==> src/core/scs_regs.svh <==
// register map, reset value, limits, response codes and scaling constants
// included by the scaling/tuning block; definitions only
`ifndef SCS_REGS_SVH
`define SCS_REGS_SVH

`define SCS_FS_OFF    12'h128
`define SCS_TM_OFF    12'h220
`define SCS_CTRL_OFF  12'h300
`define SCS_INT0_OFF  12'h304
`define SCS_INT1_OFF  12'h308
`define SCS_INT2_OFF  12'h30c
`define SCS_GPOS_OFF  12'h310
`define SCS_GKP_OFF   12'h314
`define SCS_GKI_OFF   12'h318
`define SCS_GEA_OFF   12'h31c
`define SCS_GEB_OFF   12'h320
`define SCS_INR_OFF   12'h324
`define SCS_STAT_OFF  12'h328

`define SCS_CTRL_RST  2'h0
`define SCS_TM_MAX    16'h0005
`define SCS_FS_MAX    16'h2710
`define SCS_VFS_MV    16'sh2710
`define SCS_RESP_OK   2'h0
`define SCS_RESP_ERR  2'h2

`endif

==> src/core/scs_pkg.sv <==
// types shared by the speed scaling and tuning select block
// no assumptions beyond a SystemVerilog package scope
package scs_pkg;

  typedef enum logic [2:0] {
    TM_MANUAL,
    TM_EASY,
    TM_PI_CONT,
    TM_PI_FIX,
    TM_PD_CONT,
    TM_PD_FIX
  } scs_tmode_t;

  typedef enum logic [1:0] {
    SRC_OFF,
    SRC_ANALOG,
    SRC_ZERO,
    SRC_INT
  } scs_src_t;

  typedef struct packed {
    logic [15:0] pos;
    logic [15:0] kp;
    logic [15:0] ki;
    logic [15:0] ea;
    logic [15:0] eb;
  } scs_gains_t;

  typedef struct packed {
    logic zero;
    logic torque;
  } scs_ctrl_t;

endpackage

==> src/core/scs_top.sv <==
// speed command scaling, command source select, tuning-mode control
// assumes an AXI4-Lite master on SYS_CLK; selector pins are asynchronous
`timescale 1ns/1ps
`default_nettype none
`include "scs_regs.svh"
module scs_top #(
  parameter logic [15:0] RATED_SPEED = 16'h0bb8
) (
  // clock and reset
  input  wire logic                SYS_CLK,
  input  wire logic                RST,
  // axi4-lite slave
  input  wire logic [11:0]         AWADDR,
  input  wire logic                AWVALID,
  output logic                     AWREADY,
  input  wire logic [31:0]         WDATA,
  input  wire logic [3:0]          WSTRB,
  input  wire logic                WVALID,
  output logic                     WREADY,
  output logic [1:0]               BRESP,
  output logic                     BVALID,
  input  wire logic                BREADY,
  input  wire logic [11:0]         ARADDR,
  input  wire logic                ARVALID,
  output logic                     ARREADY,
  output logic [31:0]              RDATA,
  output logic [1:0]               RRESP,
  output logic                     RVALID,
  input  wire logic                RREADY,
  // host pins and digitised reference
  input  wire logic                SERVO_ON,
  input  wire logic                CMD_SELECT_LOW,
  input  wire logic                CMD_SELECT_HIGH,
  input  wire logic signed [15:0]  REF_MV,
  // speed loop side
  input  wire logic [15:0]         MEAS_INERTIA,
  input  wire scs_pkg::scs_gains_t MEAS_GAINS,
  output logic signed [15:0]       SPEED_CMD,
  output logic signed [15:0]       SPEED_LIMIT,
  output scs_pkg::scs_gains_t      GAINS,
  output logic [15:0]              INERTIA_RATIO,
  output logic                     MANUAL_ONLY,
  output logic                     AUTO_CONT,
  output logic                     INERTIA_FIXED,
  output logic                     PSEUDO_DERIVATIVE_FEEDFORWARD_SEL,
  output logic                     EASY_SEL
);
  import scs_pkg::*;

  function automatic logic addr_ok(input logic [11:0] a);
    addr_ok = (a == `SCS_FS_OFF) || (a == `SCS_TM_OFF) || (a == `SCS_STAT_OFF)
           || ((a >= `SCS_CTRL_OFF) && (a <= `SCS_INR_OFF) && (a[1:0] == 2'h0));
  endfunction

  function automatic logic [15:0] merge(input logic [15:0] o, input logic [31:0] d,
                                        input logic [3:0] s);
    merge = {s[1] ? d[15:8] : o[15:8], s[0] ? d[7:0] : o[7:0]};
  endfunction

  function automatic logic is_cont(input scs_tmode_t m);
    is_cont = (m == TM_PI_CONT) || (m == TM_PD_CONT);
  endfunction

  function automatic logic is_fix(input scs_tmode_t m);
    is_fix = (m == TM_PI_FIX) || (m == TM_PD_FIX);
  endfunction

  // reference clamped to full scale before the product
  function automatic logic [15:0] scale(input logic signed [15:0] v,
                                        input logic [15:0] f);
    logic signed [15:0] c;
    logic signed [32:0] p;
    c = v;
    if (v > `SCS_VFS_MV) c = `SCS_VFS_MV;
    else if (v < -`SCS_VFS_MV) c = -`SCS_VFS_MV;
    p = c * $signed({17'h0, f});
    p = p / 33'(`SCS_VFS_MV);
    scale = p[15:0];
  endfunction

  // two-stage synchroniser: bit0 servo on, bit1 low select, bit2 high select
  logic [2:0]  sync1;
  logic [2:0]  sync2;

  logic        aw_hold, next_aw_hold;
  logic        w_hold, next_w_hold;
  logic [11:0] waddr, next_waddr;
  logic [31:0] wdat, next_wdat;
  logic [3:0]  wstb, next_wstb;
  logic        next_awready, next_wready, next_bvalid, next_arready, next_rvalid;
  logic [1:0]  next_bresp, next_rresp;
  logic [31:0] next_rdata, rd_val;
  logic        wr_go, wr_bad, tm_ok, wr_tm;
  scs_tmode_t  new_tm;

  logic [15:0] fs, next_fs;
  scs_tmode_t  tmode, next_tmode;
  scs_ctrl_t   ctrl, next_ctrl;
  logic [15:0] int_spd [3];
  logic [15:0] next_int_spd [3];
  scs_gains_t  ugain, next_ugain;
  logic [15:0] inr, next_inr;

  logic [1:0]  sel;
  logic        srv;
  scs_src_t    src;
  logic [15:0] val;
  logic [15:0] next_cmd, next_lim, next_inrto;
  scs_gains_t  next_gains;

  assign wr_go  = aw_hold && w_hold;
  assign tm_ok  = (wdat[15:0] <= `SCS_TM_MAX);
  // out-of-range tuning values are refused and leave the mode alone
  assign wr_bad = !addr_ok(waddr) || ((waddr == `SCS_TM_OFF) && !tm_ok);

  // bus handshake
  always_comb begin
    next_aw_hold = aw_hold;
    next_w_hold  = w_hold;
    next_waddr   = waddr;
    next_wdat    = wdat;
    next_wstb    = wstb;
    next_bvalid  = BVALID;
    next_bresp   = BRESP;
    next_rvalid  = RVALID;
    next_rdata   = RDATA;
    next_rresp   = RRESP;
    if (AWVALID && AWREADY) begin
      next_aw_hold = 1'b1;
      next_waddr   = AWADDR;
    end
    if (WVALID && WREADY) begin
      next_w_hold = 1'b1;
      next_wdat   = WDATA;
      next_wstb   = WSTRB;
    end
    if (BVALID && BREADY) next_bvalid = 1'b0;
    if (wr_go) begin
      next_aw_hold = 1'b0;
      next_w_hold  = 1'b0;
      next_bvalid  = 1'b1;
      next_bresp   = wr_bad ? `SCS_RESP_ERR : `SCS_RESP_OK;
    end
    if (RVALID && RREADY) next_rvalid = 1'b0;
    if (ARVALID && ARREADY) begin
      next_rvalid = 1'b1;
      next_rdata  = rd_val;
      next_rresp  = addr_ok(ARADDR) ? `SCS_RESP_OK : `SCS_RESP_ERR;
    end
    next_awready = !next_aw_hold && !next_bvalid;
    next_wready  = !next_w_hold && !next_bvalid;
    next_arready = !next_rvalid;
  end

  // read mux, unmapped words read zero
  always_comb begin
    rd_val = 32'h0;
    unique case (ARADDR)
      `SCS_FS_OFF:   rd_val[15:0] = fs;
      `SCS_TM_OFF:   rd_val[2:0] = tmode;
      `SCS_CTRL_OFF: rd_val[1:0] = ctrl;
      `SCS_INT0_OFF: rd_val[15:0] = int_spd[0];
      `SCS_INT1_OFF: rd_val[15:0] = int_spd[1];
      `SCS_INT2_OFF: rd_val[15:0] = int_spd[2];
      `SCS_GPOS_OFF: rd_val[15:0] = ugain.pos;
      `SCS_GKP_OFF:  rd_val[15:0] = ugain.kp;
      `SCS_GKI_OFF:  rd_val[15:0] = ugain.ki;
      `SCS_GEA_OFF:  rd_val[15:0] = ugain.ea;
      `SCS_GEB_OFF:  rd_val[15:0] = ugain.eb;
      `SCS_INR_OFF:  rd_val[15:0] = inr;
      `SCS_STAT_OFF: rd_val[7:0] = {src, tmode, sync2};
      default:       rd_val = 32'h0;
    endcase
  end

  // register file and tuning transitions
  always_comb begin
    next_fs      = fs;
    next_tmode   = tmode;
    next_ctrl    = ctrl;
    next_int_spd = int_spd;
    next_ugain   = ugain;
    next_inr     = inr;
    new_tm       = scs_tmode_t'(wdat[2:0]);
    wr_tm        = wr_go && (waddr == `SCS_TM_OFF) && tm_ok && wstb[0];
    if (wr_go && !wr_bad) begin
      unique case (waddr)
        `SCS_FS_OFF: begin
          next_fs = merge(fs, wdat, wstb);
          if (next_fs > `SCS_FS_MAX) next_fs = `SCS_FS_MAX;
        end
        `SCS_CTRL_OFF: if (wstb[0]) next_ctrl = scs_ctrl_t'(wdat[1:0]);
        `SCS_INT0_OFF: next_int_spd[0] = merge(int_spd[0], wdat, wstb);
        `SCS_INT1_OFF: next_int_spd[1] = merge(int_spd[1], wdat, wstb);
        `SCS_INT2_OFF: next_int_spd[2] = merge(int_spd[2], wdat, wstb);
        `SCS_GPOS_OFF: next_ugain.pos = merge(ugain.pos, wdat, wstb);
        `SCS_GKP_OFF:  next_ugain.kp = merge(ugain.kp, wdat, wstb);
        `SCS_GKI_OFF:  next_ugain.ki = merge(ugain.ki, wdat, wstb);
        `SCS_GEA_OFF:  next_ugain.ea = merge(ugain.ea, wdat, wstb);
        `SCS_GEB_OFF:  next_ugain.eb = merge(ugain.eb, wdat, wstb);
        `SCS_INR_OFF:  next_inr = merge(inr, wdat, wstb);
        default: ;
      endcase
    end
    if (wr_tm) begin
      next_tmode = new_tm;
      if (is_cont(tmode) && is_fix(new_tm)) next_inr = MEAS_INERTIA;
      // continuous modes never touch ugain, so going to manual restores manual gains; PD fixed to manual loads all measured gains, PI fixed only pos, kp, ki
      if (tmode == TM_PI_FIX && new_tm == TM_MANUAL) begin
        next_ugain.pos = MEAS_GAINS.pos;
        next_ugain.kp  = MEAS_GAINS.kp;
        next_ugain.ki  = MEAS_GAINS.ki;
      end
      if (tmode == TM_PD_FIX && new_tm == TM_MANUAL) next_ugain = MEAS_GAINS;
    end
  end

  // command source, scaling and loop-side outputs
  always_comb begin
    sel = sync2[2:1];
    srv = sync2[0];
    if (!srv) src = SRC_OFF;
    else if (sel != 2'h0) src = SRC_INT;
    else if (ctrl.zero) src = SRC_ZERO;
    else src = SRC_ANALOG;
    unique case (src)
      SRC_ANALOG: val = scale(REF_MV, fs);
      SRC_INT:    val = int_spd[2'(sel - 2'h1)];
      default:    val = 16'h0;
    endcase
    next_cmd   = ctrl.torque ? 16'h0 : val;
    next_lim   = ctrl.torque ? val : fs;
    next_gains = (tmode >= TM_PI_CONT) ? MEAS_GAINS : ugain;
    next_inrto = is_cont(tmode) ? MEAS_INERTIA : inr;
  end

  always_ff @(posedge SYS_CLK) begin
    if (RST) begin
      sync1 <= 3'h0;
      sync2 <= 3'h0;
      aw_hold <= 1'b0;
      w_hold <= 1'b0;
      waddr <= 12'h0;
      wdat <= 32'h0;
      wstb <= 4'h0;
      AWREADY <= 1'b0;
      WREADY <= 1'b0;
      BVALID <= 1'b0;
      BRESP <= 2'h0;
      ARREADY <= 1'b0;
      RVALID <= 1'b0;
      RDATA <= 32'h0;
      RRESP <= 2'h0;
      fs <= RATED_SPEED;
      tmode <= TM_MANUAL;
      ctrl <= `SCS_CTRL_RST;
      int_spd <= '{default: 16'h0};
      ugain <= '0;
      inr <= 16'h0;
      SPEED_CMD <= 16'h0;
      SPEED_LIMIT <= 16'h0;
      GAINS <= '0;
      INERTIA_RATIO <= 16'h0;
      MANUAL_ONLY <= 1'b1;
      AUTO_CONT <= 1'b0;
      INERTIA_FIXED <= 1'b0;
      PSEUDO_DERIVATIVE_FEEDFORWARD_SEL <= 1'b0;
      EASY_SEL <= 1'b0;
    end else begin
      sync1 <= {CMD_SELECT_HIGH, CMD_SELECT_LOW, SERVO_ON};
      sync2 <= sync1;
      aw_hold <= next_aw_hold;
      w_hold <= next_w_hold;
      waddr <= next_waddr;
      wdat <= next_wdat;
      wstb <= next_wstb;
      AWREADY <= next_awready;
      WREADY <= next_wready;
      BVALID <= next_bvalid;
      BRESP <= next_bresp;
      ARREADY <= next_arready;
      RVALID <= next_rvalid;
      RDATA <= next_rdata;
      RRESP <= next_rresp;
      fs <= next_fs;
      tmode <= next_tmode;
      ctrl <= next_ctrl;
      int_spd <= next_int_spd;
      ugain <= next_ugain;
      inr <= next_inr;
      SPEED_CMD <= next_cmd;
      SPEED_LIMIT <= next_lim;
      GAINS <= next_gains;
      INERTIA_RATIO <= next_inrto;
      MANUAL_ONLY <= (tmode == TM_MANUAL);
      AUTO_CONT <= is_cont(tmode);
      INERTIA_FIXED <= is_fix(tmode);
      PSEUDO_DERIVATIVE_FEEDFORWARD_SEL <= (tmode == TM_PD_CONT) || (tmode == TM_PD_FIX);
      EASY_SEL <= (tmode == TM_EASY);
    end
  end
endmodule
`default_nettype wire

==> config.mk <==
export PLATFORM = sky130hd
export DESIGN_NAME = scs_top
export DESIGN_NICKNAME = d
export VERILOG_FILES = /design/src/core/scs_pkg.sv /design/src/core/scs_top.sv
export VERILOG_INCLUDE_DIRS = /design/src /design/src/core
export SDC_FILE = /design/constraint.sdc
export NUM_CORES = 2
export LEC_CHECK = 0
export BUFFER_PORTS_ARGS = -buffer_cell sky130_fd_sc_hd__buf_2
export CORE_ASPECT_RATIO = 1.5
export CORE_MARGIN = 1.5
export CORE_UTILIZATION = 45
export CTS_CLUSTER_DIAMETER = 40
export DETAILED_ROUTE_END_ITERATION = 12
export GPL_TIMING_DRIVEN = 0
export PLACE_DENSITY_LB_ADDON = 0.3
export RECOVER_POWER = 50
export SYNTH_ARGS = -nofsm -noshare
export SYNTH_HDL_FRONTEND = slang
export SYNTH_SLANG_ARGS = --single-unit
export TNS_END_PERCENT = 1
==> constraint.sdc <==
create_clock -name SYS_CLK -period 72.2 [get_ports SYS_CLK]
set_input_delay 14.44 -clock SYS_CLK [delete_from_list [all_inputs] [get_ports SYS_CLK]]
set_output_delay 14.44 -clock SYS_CLK [all_outputs]
set_load 0.005 [all_outputs]
==> impl_metrics.toml <==
[sta]
post-route-min-period_ns = 45.83
hold_violations = 0
clock_skew_ns = 0.0348
worst-slew-pin-transition_ns = 1.46
rsz0062_at_grt = "false"
final.setup.tns_ns = 0
drv_slew = 0
fmax_mhz = 21.8
fin_crit_sh_pct = 63.5
slew_headroom_pct = 2.47
layout_setup_ws_ns = 26.37
setup_viol = 0

[clocking]
clk_latency_ns = 0.64
numCtsBuffers = 30
post_cts_buffers = 0
clockBufferDepth = 3
cts_hold_buf = 0
clkTransAtPathRegs_ns = 0.08
clockRootBuffer = "clkbuf_16"
cts.sinks = 359
ctsResizeCount = 0
htreeDepth = 1
cts_tree = "yes"

[synthesis]
avgSynthCellArea_sq_um = 7.82
yosysTopAreaCell = "dfxtp_1"
synth_area_sq_um = 33800
ys_async_sr_fraction_pct = 0
ys.warnings.count = 0
ys_types = 137
synthFlopType = "dfxtp_1"
ys_top_cells_by_area = "dfxtp_1, fa_1, nand2_1"
ys_seq_area_share_pct = 21.2
synth_cells = 4330
ys_seq_elements = 359
synth_top_area_share_pct = 21.2
synth_edf_count = 0

[setup_path]
worst-path-max-fanout = 10
crit_type = "input pin to flop"
crit_slowest_cell = "o21ai_0"
critPathMaxStageDelay_ns = 1.07
critical_path_required_ns = 72.66
startpoint = "REF_MV[6]"
cp.arrival_ns = 46.29
start_kind = "input pin"
r2r-start = "fs[10]"
end_kind = "flop"

[run_status]
status = "completed"

[global_routing]
grt_pass1_vias = 35100
track_usage_pct = 37.3
gr-total-overflow = 0
antenna_found_initial = 8
grt_max_degree = 19
grt_pass1_wl_mm = 214

[finish]
drive_gt1_share_pct = 9.46
area_growth_pct = 11.5
final_cell_area_sq_um = 37700
nets = 5204
final_util_pct = 50.4

[routing]
drt-met1-wl_mm = 47.5
drtIter0Drc = 2816
drtPass1Iterations = 8
ant_nets = 0
detail_route.wirelength_mm = 145
post-route-drc-count = 0
wl_met3_mm = 9.98
wl_met2_mm = 70.9
highest_layer = "met5"
avgViaCountPerCell = 6.16
wl_per_cell_um = 25.3
vias = 35300

[worst_hold_path]
min-delay-start = "sync1[0]"
min-delay-path-class = "flop to flop"

[die]
initial_utilization_pct = 45.3
die_x_um = 227
die_h_um = 339
core_sq_um = 74800
dieArea_sq_um = 76900
rows = 123
ioPinCount = 356

[placement]
gp_congestion = 1.04
port_buffers = 318
place_ws_ns = 26.49
dp_hpwl_mm = 117
place_area_sq_um = 36800

[run]
drv_cap = 0
==> critical path, delay by kind of cell <==
kind                       cells  cell delay (ns)
xor gates and xnor gates       6             2.14
buffers and inverters         12             2.83
and+or+nand+nor               22             5.64
AOI/OAI and AO/OA             46            15.89
muxes                          3             1.34
adders and majority gates      9             3.96
==> per-stage QoR <==
step	instances	hold WS, ns
floorplan	4347	0.414
detailed placement	5667	0.427
CTS	5721	0.446
global placement	5665	0.420
global route	5724	0.462
finish	5729	0.440
==> flip-flops by register name, summed over array words and instances, names as in the netlist, 12 cells and up <==
signal,cells
SPEED_LIMIT,16
int_spd,48
SPEED_CMD,16
GAINS,80
wdat,16
waddr,12
INERTIA_RATIO,16
RDATA,16
inr,16
fs,16
ugain,80
==> cells in the mapped netlist, types with 24 or more instances <==
| cell | count |
|---|---|
| xnor2_1 | 114 |
| buf_4 | 24 |
| a221o_1 | 24 |
| a22oi_1 | 32 |
| nor2b_1 | 28 |
| ha_1 | 126 |
| a21o_1 | 38 |
| mux2i_1 | 177 |
| dfxtp_1 | 359 |
| o21a_1 | 25 |
| o21ai_1 | 33 |
| o211ai_1 | 36 |
| fa_1 | 194 |
| nor3_1 | 77 |
| nor4_1 | 34 |
| nand2b_1 | 25 |
| inv_1 | 303 |
| a211oi_1 | 131 |
| clkbuf_1 | 208 |
| xor2_1 | 46 |
| a21oi_1 | 304 |
| nand4_1 | 38 |
| o21ai_0 | 100 |
| and3_1 | 39 |
| nand2_1 | 600 |
| or3_1 | 36 |
| and2_1 | 129 |
| a31oi_1 | 48 |
| nor2_1 | 428 |
| nand3_1 | 83 |
==> per-layer routing <==
metal,global-route usage [%],vias to the layer above
li1,-,16000
met1,35.9,16900
met2,65.2,1712
met3,7.33,673
met4,36.3,6
met5,0,-
==> cell families after synthesis <==
group                      share of synthesized area, %
and+or+nand+nor                                    22.5
AOI/OAI and AO/OA                                  23.0
buffers and inverters                              6.61
DFF                                                21.2
adders and majority gates                          16.3
muxes                                              5.99
xor gates and xnor gates                           4.38
other                                            0.0111
==> worst paths after layout <==
check / end / slack (ns) / depth (start not counted)
max: SPEED_LIMIT[10] / 26.37 / 98
min: sync2[0] / 0.44 / 1
max reg2reg: SPEED_LIMIT[10] / 40.90 / 92
min reg2reg: sync2[0] / 0.44 / 1
==> cell type report <==
| class | count | area (sq um) |
|---|---|---|
| inverter | 306 | 1150 |
| sequential | 359 | 7190 |
| fill | 7635 | 37100 |
| tap | 1000 | 1250 |
| buffer | 259 | 1090 |
| clock inverter | 15 | 185 |
| antenna | 5 | 12.5 |
| clock buffer | 39 | 825 |
| multi-input combinational | 3423 | 24500 |
| timing repair buffer | 323 | 1530 |
==> layout by cell type, fill, tap and decap left out, types with 24 or more instances in the layout <==
cell and instances:
a22oi_1 32, mux2i_1 177, o21ai_0 99, inv_1 303, a211oi_1 131, nand2_1 600
dfxtp_1 359, o21ai_1 34, a31oi_1 48, nand2b_1 25, buf_4 25, a21o_1 38
a221o_1 24, nor4_1 34, o21a_1 25, nor2_1 427, xnor2_1 114, xor2_1 46
clkbuf_1 296, nor3_1 76, nand3_1 83, clkbuf_16 30, fa_1 194, nand4_1 38
ha_1 126, nor2b_1 28, and3_1 39, and2_1 129, or3_1 36, a21oi_1 304
o211ai_1 36, buf_2 258
Power is not shown: default switching activity piles up to over one toggle a cycle in this logic, so the estimate is an artifact.
